### config.mk
export PLATFORM = sky130hd
export DESIGN_NAME = mbst_tap
export DESIGN_NICKNAME = d
export VERILOG_FILES = /design/src/logic/mbst_sync.v /design/src/logic/mbst_fsm.v /design/src/logic/mbst_tap.v
export VERILOG_INCLUDE_DIRS = /design/src /design/src/include
export SDC_FILE = /design/constraint.sdc
export NUM_CORES = 1
export LEC_CHECK = 0
export ABC_AREA = 1
export BUFFER_PORTS_ARGS = -buffer_cell sky130_fd_sc_hd__buf_2
export CAP_MARGIN = 15
export CORE_ASPECT_RATIO = 1.1
export CORE_MARGIN = 5
export CORE_UTILIZATION = 25
export DETAILED_ROUTE_END_ITERATION = 10
export HOLD_SLACK_MARGIN = 0.15
export PLACE_DENSITY_LB_ADDON = 0.15
export SYNTH_ARGS = -nofsm -noshare
export SYNTH_HDL_FRONTEND = slang
export SYNTH_SLANG_ARGS = --single-unit
### constraint.sdc
create_clock -name CLK -period 1.7 [get_ports CLK]
set_input_delay 0.34 -clock CLK [delete_from_list [all_inputs] [get_ports CLK]]
set_output_delay 0.34 -clock CLK [all_outputs]
set_load 0.01 [all_outputs]
### src/include/mbst_defines.vh
// constants for the memory boundary-scan test port
// Function
// RULE1: instruction 3 bits, bypass 1, identification 32, boundary chain 109 cells.
// RULE2: code 001 loads identification word, selects it, memory unaffected.
// RULE3: code 010 captures pins, selects boundary chain, floats all memory outputs.
// RULE4: code 100 samples pin ring into chain, selects chain, memory unaffected.
// RULE5: code 111 puts one-bit bypass between data in and data out.
// RULE6: controller never loads reserved codes 011, 101 or 110; update-IR loads them like any code, and they decode as bypass.
// RULE7: remaining code 000 is external test, capturing the pin ring.
// RULE8: identification bit 0 always reads one.
// RULE9: revision in bits 31:29, part type in 28:12, both hardwired.
// RULE10: bits 11:1 hold a hardwired vendor code.
// RULE11: mode and data sampled on test clock rise; data out updates after fall.
// RULE12: cell 108 is output-enable control under external test; high drives.
// RULE13: output-enable cell presets high at power-up and test-logic reset.
// RULE14: identification instruction becomes current at power-up and test-logic reset.
// RULE15: standard sixteen-state controller; instruction takes effect at update-IR.
// RULE16: selected register shifts toward data out, lsb first, one bit per clock.
`ifndef MBST_DEFINES_VH
`define MBST_DEFINES_VH
`define MBST_IR_LEN 3
`define MBST_ID_LEN 32
`define MBST_BSR_LEN 109
`define MBST_OE_CELL 108
`define MBST_PIN_CELLS 108
`define MBST_OP_EXTEST 3'h0
`define MBST_OP_IDCODE 3'h1
`define MBST_OP_SAMPZ 3'h2
`define MBST_OP_SAMPLE 3'h4
`define MBST_OP_BYPASS 3'h7
`define MBST_IR_CAPTURE 3'h1
// arbitrary neutral identity values
`define MBST_ID_REV 3'h5
`define MBST_ID_PART 17'h0a5a5
`define MBST_ID_VENDOR 11'h2aa
// fsm state codes
`define MBST_S_RESET 4'h0
`define MBST_S_IDLE 4'h1
`define MBST_S_SEL_DR 4'h2
`define MBST_S_CAP_DR 4'h3
`define MBST_S_SH_DR 4'h4
`define MBST_S_EX1_DR 4'h5
`define MBST_S_PAU_DR 4'h6
`define MBST_S_EX2_DR 4'h7
`define MBST_S_UPD_DR 4'h8
`define MBST_S_SEL_IR 4'h9
`define MBST_S_CAP_IR 4'ha
`define MBST_S_SH_IR 4'hb
`define MBST_S_EX1_IR 4'hc
`define MBST_S_PAU_IR 4'hd
`define MBST_S_EX2_IR 4'he
`define MBST_S_UPD_IR 4'hf
`endif

### src/logic/mbst_sync.v
// two-flop synchroniser for one pin
`timescale 1ns/10ps
module mbst_sync (
  input wire clk,
  input wire rst_b,
  input wire ce,
  input wire d,
  output reg q
);
  reg meta;
  always @(posedge clk or negedge rst_b) begin
    if (!rst_b) begin
      meta <= 1'b0;
      q <= 1'b0;
    end else if (ce) begin
      meta <= d;
      q <= meta;
    end
  end
endmodule // mbst_sync

### src/logic/mbst_fsm.v
// sixteen-state test controller, advanced once per test clock rise
`timescale 1ns/10ps
`include "mbst_defines.vh"
module mbst_fsm (
  input wire clk,
  input wire rst_b,
  input wire adv,
  input wire tms,
  output reg [3:0] state
);
  reg [3:0] next_state;
  always @* begin
    case (state) // RULE15
      `MBST_S_RESET: next_state = tms ? `MBST_S_RESET : `MBST_S_IDLE;
      `MBST_S_IDLE: next_state = tms ? `MBST_S_SEL_DR : `MBST_S_IDLE;
      `MBST_S_SEL_DR: next_state = tms ? `MBST_S_SEL_IR : `MBST_S_CAP_DR;
      `MBST_S_CAP_DR: next_state = tms ? `MBST_S_EX1_DR : `MBST_S_SH_DR;
      `MBST_S_SH_DR: next_state = tms ? `MBST_S_EX1_DR : `MBST_S_SH_DR;
      `MBST_S_EX1_DR: next_state = tms ? `MBST_S_UPD_DR : `MBST_S_PAU_DR;
      `MBST_S_PAU_DR: next_state = tms ? `MBST_S_EX2_DR : `MBST_S_PAU_DR;
      `MBST_S_EX2_DR: next_state = tms ? `MBST_S_UPD_DR : `MBST_S_SH_DR;
      `MBST_S_UPD_DR: next_state = tms ? `MBST_S_SEL_DR : `MBST_S_IDLE;
      `MBST_S_SEL_IR: next_state = tms ? `MBST_S_RESET : `MBST_S_CAP_IR;
      `MBST_S_CAP_IR: next_state = tms ? `MBST_S_EX1_IR : `MBST_S_SH_IR;
      `MBST_S_SH_IR: next_state = tms ? `MBST_S_EX1_IR : `MBST_S_SH_IR;
      `MBST_S_EX1_IR: next_state = tms ? `MBST_S_UPD_IR : `MBST_S_PAU_IR;
      `MBST_S_PAU_IR: next_state = tms ? `MBST_S_EX2_IR : `MBST_S_PAU_IR;
      `MBST_S_EX2_IR: next_state = tms ? `MBST_S_UPD_IR : `MBST_S_SH_IR;
      `MBST_S_UPD_IR: next_state = tms ? `MBST_S_SEL_DR : `MBST_S_IDLE;
      default: next_state = `MBST_S_RESET;
    endcase
  end
  always @(posedge clk or negedge rst_b) begin
    if (!rst_b) begin
      state <= `MBST_S_RESET;
    end else if (adv) begin
      state <= next_state;
    end
  end
endmodule // mbst_fsm

### src/logic/mbst_tap.v
// boundary-scan test port of the burst memory, oversampling the test clock
`timescale 1ns/10ps
`include "mbst_defines.vh"
module mbst_tap (
  input wire CLK,
  input wire RST_B,
  input wire CE,
  input wire TCK,
  input wire TMS,
  input wire TDI,
  input wire [107:0] PIN_IN,
  output reg TDO,
  output reg TDO_OE_B,
  output reg MEM_OE_B,
  output reg EXTEST_ACTIVE,
  output reg [107:0] PIN_DRIVE
);
  wire tck_s;
  wire tms_s;
  wire tdi_s;
  reg tck_d;
  wire tck_rise;
  wire tck_fall;
  wire [3:0] state;
  reg [2:0] instr;
  reg [2:0] ir_shift; // RULE1
  reg bypass; // RULE1
  reg [31:0] id_shift; // RULE1
  reg [108:0] bsr_shift; // RULE1
  reg [108:0] bsr_latch;
  reg tdo_next;
  wire [31:0] id_word;
  reg id_sel;
  reg bsr_sel;
  reg byp_sel;
  reg float_sel;
  reg ext_sel;
  reg [2:0] next_instr;
  reg [2:0] next_ir_shift;
  reg next_bypass;
  reg [31:0] next_id_shift;
  reg [108:0] next_bsr_shift;
  reg [108:0] next_bsr_latch;
  reg [107:0] pin_meta;
  reg [107:0] pin_s;
  wire in_reset;
  wire in_shift;
  wire cap_ir;
  wire sh_ir;
  wire upd_ir;
  wire cap_dr;
  wire sh_dr;
  wire upd_dr;

  mbst_sync u_sync_tck (.clk(CLK), .rst_b(RST_B), .ce(CE), .d(TCK), .q(tck_s));
  mbst_sync u_sync_tms (.clk(CLK), .rst_b(RST_B), .ce(CE), .d(TMS), .q(tms_s));
  mbst_sync u_sync_tdi (.clk(CLK), .rst_b(RST_B), .ce(CE), .d(TDI), .q(tdi_s));

  // edge finder works only on the synchronised copy
  assign tck_rise = CE & tck_s & ~tck_d; // RULE11
  assign tck_fall = CE & ~tck_s & tck_d; // RULE11

  mbst_fsm u_fsm (.clk(CLK), .rst_b(RST_B), .adv(tck_rise), .tms(tms_s), .state(state));

  // controller actions as single-clock strobes; in_reset and in_shift are levels
  assign in_reset = (state == `MBST_S_RESET);
  assign in_shift = (state == `MBST_S_SH_IR) | (state == `MBST_S_SH_DR);
  assign cap_ir = tck_rise & (state == `MBST_S_CAP_IR);
  assign sh_ir = tck_rise & (state == `MBST_S_SH_IR);
  assign upd_ir = tck_rise & (state == `MBST_S_UPD_IR);
  assign cap_dr = tck_rise & (state == `MBST_S_CAP_DR);
  assign sh_dr = tck_rise & (state == `MBST_S_SH_DR);
  assign upd_dr = tck_rise & (state == `MBST_S_UPD_DR);

  assign id_word = {`MBST_ID_REV, `MBST_ID_PART, `MBST_ID_VENDOR, 1'b1}; // RULE8 RULE9 RULE10

  // reserved codes decode as bypass; the controller is not meant to load them
  always @* begin
    id_sel = 1'b0;
    bsr_sel = 1'b0;
    byp_sel = 1'b0;
    float_sel = 1'b0;
    ext_sel = 1'b0;
    case (instr)
      `MBST_OP_EXTEST: begin
        bsr_sel = 1'b1; // RULE7
        ext_sel = 1'b1; // RULE12
      end
      `MBST_OP_IDCODE: begin
        id_sel = 1'b1; // RULE2
      end
      `MBST_OP_SAMPZ: begin
        bsr_sel = 1'b1; // RULE3
        float_sel = 1'b1; // RULE3
      end
      `MBST_OP_SAMPLE: begin
        bsr_sel = 1'b1; // RULE4
      end
      `MBST_OP_BYPASS: begin
        byp_sel = 1'b1; // RULE5
      end
      default: begin
        byp_sel = 1'b1; // RULE6
      end
    endcase
  end

  always @(posedge CLK or negedge RST_B) begin
    if (!RST_B) begin
      tck_d <= 1'b0;
    end else if (CE) begin
      tck_d <= tck_s;
    end
  end

  // pin ring runs on the memory clock; two flops keep the capture clean
  always @(posedge CLK or negedge RST_B) begin
    if (!RST_B) begin
      pin_meta <= 108'h0;
      pin_s <= 108'h0;
    end else if (CE) begin
      pin_meta <= PIN_IN;
      pin_s <= pin_meta;
    end
  end

  // identification stays current for as long as the controller rests in reset
  always @* begin
    next_instr = instr;
    if (in_reset) begin
      next_instr = `MBST_OP_IDCODE; // RULE14
    end else if (upd_ir) begin
      next_instr = ir_shift; // RULE15
    end
  end

  always @(posedge CLK or negedge RST_B) begin
    if (!RST_B) begin
      instr <= `MBST_OP_IDCODE;
    end else if (CE) begin
      instr <= next_instr;
    end
  end

  // fixed capture value marks the instruction register in a board chain
  always @* begin
    next_ir_shift = ir_shift;
    if (cap_ir) begin
      next_ir_shift = `MBST_IR_CAPTURE;
    end else if (sh_ir) begin
      next_ir_shift = {tdi_s, ir_shift[2:1]}; // RULE16
    end
  end

  always @(posedge CLK or negedge RST_B) begin
    if (!RST_B) begin
      ir_shift <= `MBST_IR_CAPTURE;
    end else if (CE) begin
      ir_shift <= next_ir_shift;
    end
  end

  always @* begin
    next_bypass = bypass;
    if (cap_dr & byp_sel) begin
      next_bypass = 1'b0; // RULE5
    end else if (sh_dr & byp_sel) begin
      next_bypass = tdi_s; // RULE5
    end
  end

  always @(posedge CLK or negedge RST_B) begin
    if (!RST_B) begin
      bypass <= 1'b0;
    end else if (CE) begin
      bypass <= next_bypass;
    end
  end

  always @* begin
    next_id_shift = id_shift;
    if (cap_dr & id_sel) begin
      next_id_shift = id_word; // RULE2
    end else if (sh_dr & id_sel) begin
      next_id_shift = {tdi_s, id_shift[31:1]}; // RULE16
    end
  end

  always @(posedge CLK or negedge RST_B) begin
    if (!RST_B) begin
      id_shift <= 32'h0;
    end else if (CE) begin
      id_shift <= next_id_shift;
    end
  end

  // control cell recaptures its own latch so a sample never clears it
  always @* begin
    next_bsr_shift = bsr_shift;
    if (cap_dr & bsr_sel) begin
      next_bsr_shift = {bsr_latch[`MBST_OE_CELL], pin_s}; // RULE3 RULE4 RULE7
    end else if (sh_dr & bsr_sel) begin
      next_bsr_shift = {tdi_s, bsr_shift[108:1]}; // RULE16
    end
  end

  always @(posedge CLK or negedge RST_B) begin
    if (!RST_B) begin
      bsr_shift <= 109'h0;
    end else if (CE) begin
      bsr_shift <= next_bsr_shift;
    end
  end

  // only the update strobe and test-logic reset (control cell) move the latch, so pins hold while shifting
  always @* begin
    next_bsr_latch = bsr_latch;
    if (upd_dr & bsr_sel) begin
      next_bsr_latch = bsr_shift; // RULE12
    end else if (in_reset) begin
      next_bsr_latch[`MBST_OE_CELL] = 1'b1; // RULE13
    end
  end

  always @(posedge CLK or negedge RST_B) begin
    if (!RST_B) begin
      bsr_latch <= {1'b1, 108'h0};
    end else if (CE) begin
      bsr_latch <= next_bsr_latch;
    end
  end

  // instruction register first in shift-IR, else the selected data register
  always @* begin
    case (state)
      `MBST_S_SH_IR: begin
        tdo_next = ir_shift[0]; // RULE16
      end
      default: begin
        if (id_sel) begin
          tdo_next = id_shift[0];
        end else if (bsr_sel) begin
          tdo_next = bsr_shift[0];
        end else begin
          tdo_next = bypass;
        end
      end
    endcase
  end

  // serial output moves only after a falling test clock edge
  always @(posedge CLK or negedge RST_B) begin
    if (!RST_B) begin
      TDO <= 1'b0;
    end else if (tck_fall) begin
      TDO <= tdo_next; // RULE11
    end
  end

  // driver enabled only while a register sits between the serial pins
  always @(posedge CLK or negedge RST_B) begin
    if (!RST_B) begin
      TDO_OE_B <= 1'b1;
    end else if (tck_fall) begin
      TDO_OE_B <= ~in_shift; // RULE11
    end
  end

  // pad logic uses the latched values only under external test
  always @(posedge CLK or negedge RST_B) begin
    if (!RST_B) begin
      EXTEST_ACTIVE <= 1'b0;
    end else if (CE) begin
      EXTEST_ACTIVE <= ext_sel; // RULE7
    end
  end

  always @(posedge CLK or negedge RST_B) begin
    if (!RST_B) begin
      PIN_DRIVE <= 108'h0;
    end else if (CE) begin
      PIN_DRIVE <= bsr_latch[107:0]; // RULE12
    end
  end

  // memory outputs follow the instruction one clock later
  always @(posedge CLK or negedge RST_B) begin
    if (!RST_B) begin
      MEM_OE_B <= 1'b0;
    end else if (CE) begin
      if (float_sel) begin
        MEM_OE_B <= 1'b1; // RULE3
      end else if (ext_sel) begin
        MEM_OE_B <= ~bsr_latch[`MBST_OE_CELL]; // RULE12
      end else begin
        MEM_OE_B <= 1'b0; // RULE2 RULE4 RULE5
      end
    end
  end
endmodule // mbst_tap

-- After elaboration in Yosys (flattened, before gate mapping)
Index checks and enable logic that the tools add are counted.
W data, S select, Z words.
- equality and inequality tests: 18
- muxes and demuxes: 35
- bitwise gates (word level): 22
- reduce and logical (&&, ||, !) cells: 20
- operators with widths (kind ; number):
    $mux W109 ; 2
    $mux W32 ; 2
    $pmux W4 S12 ; 1
    $eq A4 B4 Y1 const B ; 8
    $mux W3 ; 6
    $and A1 B1 Y1 ; 17
    $mux W1 ; 17
    $eq A4 B3 Y1 const B ; 4
    $mux W4 ; 4
    $reduce_and A2 Y1 ; 7
    $reduce_bool A2 Y1 ; 6
    $eq A4 B2 Y1 const B ; 2
    $mux W2 ; 3
    $reduce_or A3 Y1 ; 2
    $eq A4 B1 Y1 const B ; 1
    $logic_not A4 Y1 ; 1
    $not A1 Y1 ; 4
    $reduce_or A2 Y1 ; 2
    $reduce_or A4 Y1 ; 1
    $eq A3 B1 Y1 const B ; 1
    $eq A3 B2 Y1 const B ; 1
    $eq A3 B3 Y1 const B ; 1
    $logic_not A3 Y1 ; 1
    $or A1 B1 Y1 ; 1
- bits in registers: 596
- bits of input ports: 114
- logic and storage cells: 117

-- Longest topological paths before layout
- word-level depth: 6
- depth in mapped cells: 12
- gate-level depth less buffers: 9

-- Modules after synthesis
Synthesis repeated with hierarchy kept, for this count alone.
- cells, all modules: 2893
- area total of the unflattened synthesis: 24537.3 sq um
- modules (own cells, without submodules) (module ; instances ; cells each ; area each (sq um)):
    mbst_tap ; 1 ; 2794 ; 23884.2
    mbst_fsm ; 1 ; 72 ; 424.2
    mbst_sync ; 3 ; 9 ; 76.3

-- Worst setup path before layout
Ideal clock, no wire load.
- path kind: flip-flop to flip-flop
- from: register u_fsm.state[1]
- to: register bsr_shift[104]
- library setup time: 124 ps
- data arrival time: 1517 ps
- path slack: 59 ps
- stages on the path, launching flop included: 12
- clock period less this slack: 1641 ps
- cells stage by stage: dfrtp_1 buf_2 nor2_2 nand2_1 nand2_2 nand2_2 nor2_4 inv_2 buf_2 buf_2 nand2_1 nand2_1
- longest elaborated chain between the ends: 5
- elaborated cells on any way between the ends: 9
- classes of those cells: eq/ne: 2; mux: 1; bitwise: 4; reduce/logical: 2
- ends and longest elaborated chain (what ; RTL line ; text):
    from (decl) ; mbst_fsm.v:9 ; output reg [3:0] state
    from (signal assigned) ; mbst_fsm.v:35 ; state <= `MBST_S_RESET;
    from (signal assigned) ; mbst_fsm.v:37 ; state <= next_state;
    $eq A4 B2 Y1 / $eq A4 B3 Y1 (equally long branches) ; n/a ;
    $and A1 B1 Y1 (on tied branches) ; mbst_tap.v:71, mbst_tap.v:72 ;
    $and A1 B1 Y1 (on tied branches) ; mbst_tap.v:200, mbst_tap.v:202 ;
    $reduce_bool A2 Y1 (no source line) ; n/a ;
    $reduce_and A2 Y1 (no source line) ; n/a ;
    to (signal assigned) ; mbst_tap.v:211 ; bsr_shift <= next_bsr_shift;
    to (decl) ; mbst_tap.v:29 ; reg [108:0] bsr_shift;
Several ways; a longest one is shown, not always the timed one.
A chain may end at the register's enable or synchronous reset.

-- Worst setup path after layout
- from: register u_fsm.state[0]
- to: register bsr_latch[53]
- longest elaborated chain between the ends: 4
- ends and longest elaborated chain (what ; RTL line ; text):
    $eq A4 B4 Y1 ; n/a ;
    $and A1 B1 Y1 ; mbst_tap.v:73 ; assign upd_dr = tck_rise & (state == `MBST_S_UPD_DR);
    $and A1 B1 Y1 ; mbst_tap.v:218 ; if (upd_dr & bsr_sel) begin
    $reduce_and A2 Y1 (no source line) ; n/a ;
    to (signal assigned) ; mbst_tap.v:227 ; bsr_latch <= {1'b1, 108'h0};
    to (signal assigned) ; mbst_tap.v:229 ; bsr_latch <= next_bsr_latch;
    to (decl) ; mbst_tap.v:30 ; reg [108:0] bsr_latch;
No other way between the ends.

==> flow_summary.ini <==
[status]
outcome = completed

[drt]
firstDrtPassIters = 4
drt-wirelength-per-cell_um = 15.4
vias_per_cell = 4.15
route.final.wire_length_mm = 68.4
drtIter0Drc = 1140
dr_total_vias = 18400
post_drt_antenna_nets = 0
drc_errors = 0

[sta]
timing.clock.skew_ns = 0.0133
drv_slew = 0
setup-violations-final = 0
whs_ns = 0.204
max_slew_margin_pct = 58.8
f_max_mhz = 600
rsz_0062_raised_after_global_routing = true
final.setup.tns_ns = 0
layout_worst_path_cycle_share_pct = 98.0
max_slew.worst_pin.slew_ns = 0.619
finalWorstPathRequiredPeriod_ns = 1.67
hold_viol = 0

[clocking]
clock_sink_total = 596
cts_tree = built
insertion_delay_ns = 0.61
clock-root-buffer = sky130_fd_sc_hd__clkbuf_16
cts.clk_slew.worst_paths_ns = 0.06
cts_buffers = 71
ctsLongestPathBuffers = 3
clock_tree.htree_level_count = 3

[global_route]
grt_first_pass_wirelength_mm = 109
grt_max_degree = 131
globalRouteTotalUtil_pct = 13.1
number_of_global_route_vias_before_repair = 18800
initial_antenna_violation_count = 2
residual_overflow_from_global_routing = 0

[worst_setup_path]
timing.critical_path.slowest_cell_delay_ns = 0.43
worstSetupEndpointType = register
timing.critical_path.required_ns = 2.18
critical_path.most_common_cell = sky130_fd_sc_hd__buf_4
critical_path.slowest_cell = sky130_fd_sc_hd__dfrtp_1
worst_ep_arrival_time_ns = 2.14
r2r_setup_slack_ns = 0.03
path_class = register to register
crit_path_start_kind = register
startpoint_of_the_worst_register_to_register_path = u_fsm.state[0]
worstPathCellList = nor2_2, buf_4, nand4_1, buf_4, buf_6, buf_12, nand2_1, o21ai_0
r2r_cells = 8
worst_r2r_endpoint = bsr_latch[53]
largest_fanout_on_the_critical_path = 46

[synth]
synth_nets = 2873
ys_types = 26
synth-seq-area-share_pct = 62.7
synth_warnings = 0
avgSynthCellArea_um2 = 8.63
synth.ff_latch_count = 596
post_synth_inst_count = 2759
syn_area_um2 = 23800

[die]
die_w_um = 304
die_area_um2 = 102000
initial_utilization_pct = 25.2
pin_count = 226
num_rows = 118
core_um2 = 94300
die_height_um = 334

[power]
share_comb_of_total_power_pct = 9.2
power_frac_clock_pct = 44.2
power_report.internal_total_mw = 25.1
max-vdd-ir-drop_v = 0.000598
total_leakage_power_nw = 16.9
switching_power_mw = 8.52
power.density_nw_per_um2 = 1090
power.sequential.fraction_pct = 46.6
power.total_mw = 33.6
swShare_pct = 25.3

[placed_design]
final_weighted_congestion_of_routability_driven_global_placement = 0.746
placement.io_buffers = 225
place_hpwl_mm = 43.3

[layout]
area_delta_synth_final_pct = 29.8
finalCoreUtilization_pct = 32.8
fillers = 9968
drive_above_1_share_pct = 14.8
fin_nets = 3244

[job]
cap_violations = 0

[worst_hold_path]
min_path_type = input port to async pin
==> what timing repair did <==
item | CTS | global route
setup endpoints to repair | 247 | 229
pin swaps | 5 | 5
gates cloned | 1 | 7
gates resized for setup | 14 | 32
endpoints found under the hold margin | 708 | 0
setup buffers | 2 | 7
hold buffers | 114 | 0
==> registers in the layout, summed over array words and instances, names as in the netlist <==
name	cells
u_sync_tdi.meta	1
id_shift	32
instr	3
u_sync_tck.q	1
bsr_latch	109
u_fsm.state	4
MEM_OE_B	1
u_sync_tck.meta	1
TDO	1
u_sync_tdi.q	1
bsr_shift	109
u_sync_tms.q	1
tck_d	1
bypass	1
EXTEST_ACTIVE	1
ir_shift	3
pin_s	108
PIN_DRIVE	108
TDO_OE_B	1
pin_meta	108
u_sync_tms.meta	1
==> cell type report <==
type / count / area (µm²) / area share (%)
Sequential cell: 596 / 14900 / 48.3
Clock buffer: 110 / 2100 / 6.81
Timing Repair Buffer: 453 / 3820 / 12.3
Tap cell: 1260 / 1580 / 5.10
Multi-Input combinational cell: 1854 / 7720 / 25.0
Inverter: 154 / 598 / 1.93
Clock inverter: 15 / 161 / 0.522
Antenna cell: 2 / 5.00 / 0.0162
==> metal layers <==
layer  up-vias  track usage (%)  wire length [µm]
li1       9311                -                 -
met1      8759             18.0             32500
met2       277             21.1             31500
met3       102             2.34              2390
met4         0             4.40              1900
met5         -                0                 0
==> through the flow <==
| stage | instances | area (µm²) | worst slack (ns) |
|---|---|---|---|
| 2_1_floorplan | 2759 | 23800 | 0.0594 |
| 3_3_place_gp | 4186 | 27100 | -0.166 |
| 4_1_cts | 4428 | 30600 | 0.00810 |
| 3_5_place_dp | 4186 | 27100 | -0.213 |
| 5_1_grt | 4444 | 30900 | -0.0366 |
| 6_report | 4444 | 30900 | 0.0344 |
==> cell families (layout without fill, tap and decap cells) <==
logic type	Yosys count	count (layout)	share of synthesized area (%)
buf+inv	309	732	5.21
compound gates	256	256	6.55
other cells	0	2	0
flops	596	596	62.7
simple gates	1598	1598	25.6
==> worst max-delay path: cells and delay by family, from the launching register on <==
family | cells | cell delay (ns)
flip-flops | 1 | 0.43
buffers and inverters | 4 | 0.64
AO/OA/AOI/OAI | 1 | 0.08
AND/OR/NAND/NOR | 3 | 0.34
==> placed cells by master (no fill, tap or decap), drive strengths merged, types with 3 or more instances in the layout <==
master,n
inv,159
dfstp,4
dfrtp,592
nand3,33
clkbuf,116
dlygate4sd3,113
o211ai,108
o21ai,140
buf,333
nor2,19
o22ai,3
nand4,4
nand2,1539
clkinv,7
==> power by group through the flow <==
stage          logic [mW]  registers, mW  clock network, mW
2_1_floorplan        1.51           15.7                  0
3_3_place_gp         2.80           15.9                  0
3_5_place_dp         2.81           15.9                  0
4_1_cts              3.09           15.6               15.5
5_1_grt              3.55           15.8               16.1
6_report             3.09           15.7               14.9
==> cell usage after synthesis <==
cell type                     n  share of area [%]
sky130_fd_sc_hd__nor3_1       2              0.042
sky130_fd_sc_hd__o211ai_1   108                3.4
sky130_fd_sc_hd__nand2_2      3              0.079
sky130_fd_sc_hd__nand4_1      4               0.11
sky130_fd_sc_hd__a21oi_1      2              0.042
sky130_fd_sc_hd__buf_4        4               0.13
sky130_fd_sc_hd__o21ai_1     20               0.42
sky130_fd_sc_hd__inv_1      149                2.3
sky130_fd_sc_hd__inv_2        4              0.063
sky130_fd_sc_hd__nand2_1   1536                 24
sky130_fd_sc_hd__buf_6        3               0.14
sky130_fd_sc_hd__buf_1        1              0.016
sky130_fd_sc_hd__clkinv_1     1              0.016
sky130_fd_sc_hd__nor2_1      13               0.20
sky130_fd_sc_hd__and2_1       1              0.026
sky130_fd_sc_hd__a31oi_1      2              0.053
sky130_fd_sc_hd__nand3_1     33               0.69
sky130_fd_sc_hd__dfrtp_1    592                 62
sky130_fd_sc_hd__o21ai_0    120                2.5
sky130_fd_sc_hd__nor2_2       4               0.11
sky130_fd_sc_hd__clkbuf_1   112                1.8
sky130_fd_sc_hd__dfstp_2      4               0.44
sky130_fd_sc_hd__buf_2       35               0.74
sky130_fd_sc_hd__o22ai_1      3              0.079
sky130_fd_sc_hd__nor2_4       2              0.095
sky130_fd_sc_hd__o21bai_1     1              0.032
==> worst max path at each step <==
stage | endpoint | depth (start not counted) | from
2_1_floorplan | bsr_shift[104] | 11 | u_fsm.state[1]
3_3_place_gp | bsr_latch[71] | 6 | instr[1]
3_5_place_dp | bsr_latch[107] | 5 | instr[1]
4_1_cts | bsr_latch[76] | 7 | u_sync_tck.q
5_1_grt | bsr_latch[106] | 8 | u_fsm.state[1]
6_report | bsr_latch[53] | 8 | u_fsm.state[0]
Note: power is estimated with default switching activity, not from simulation.
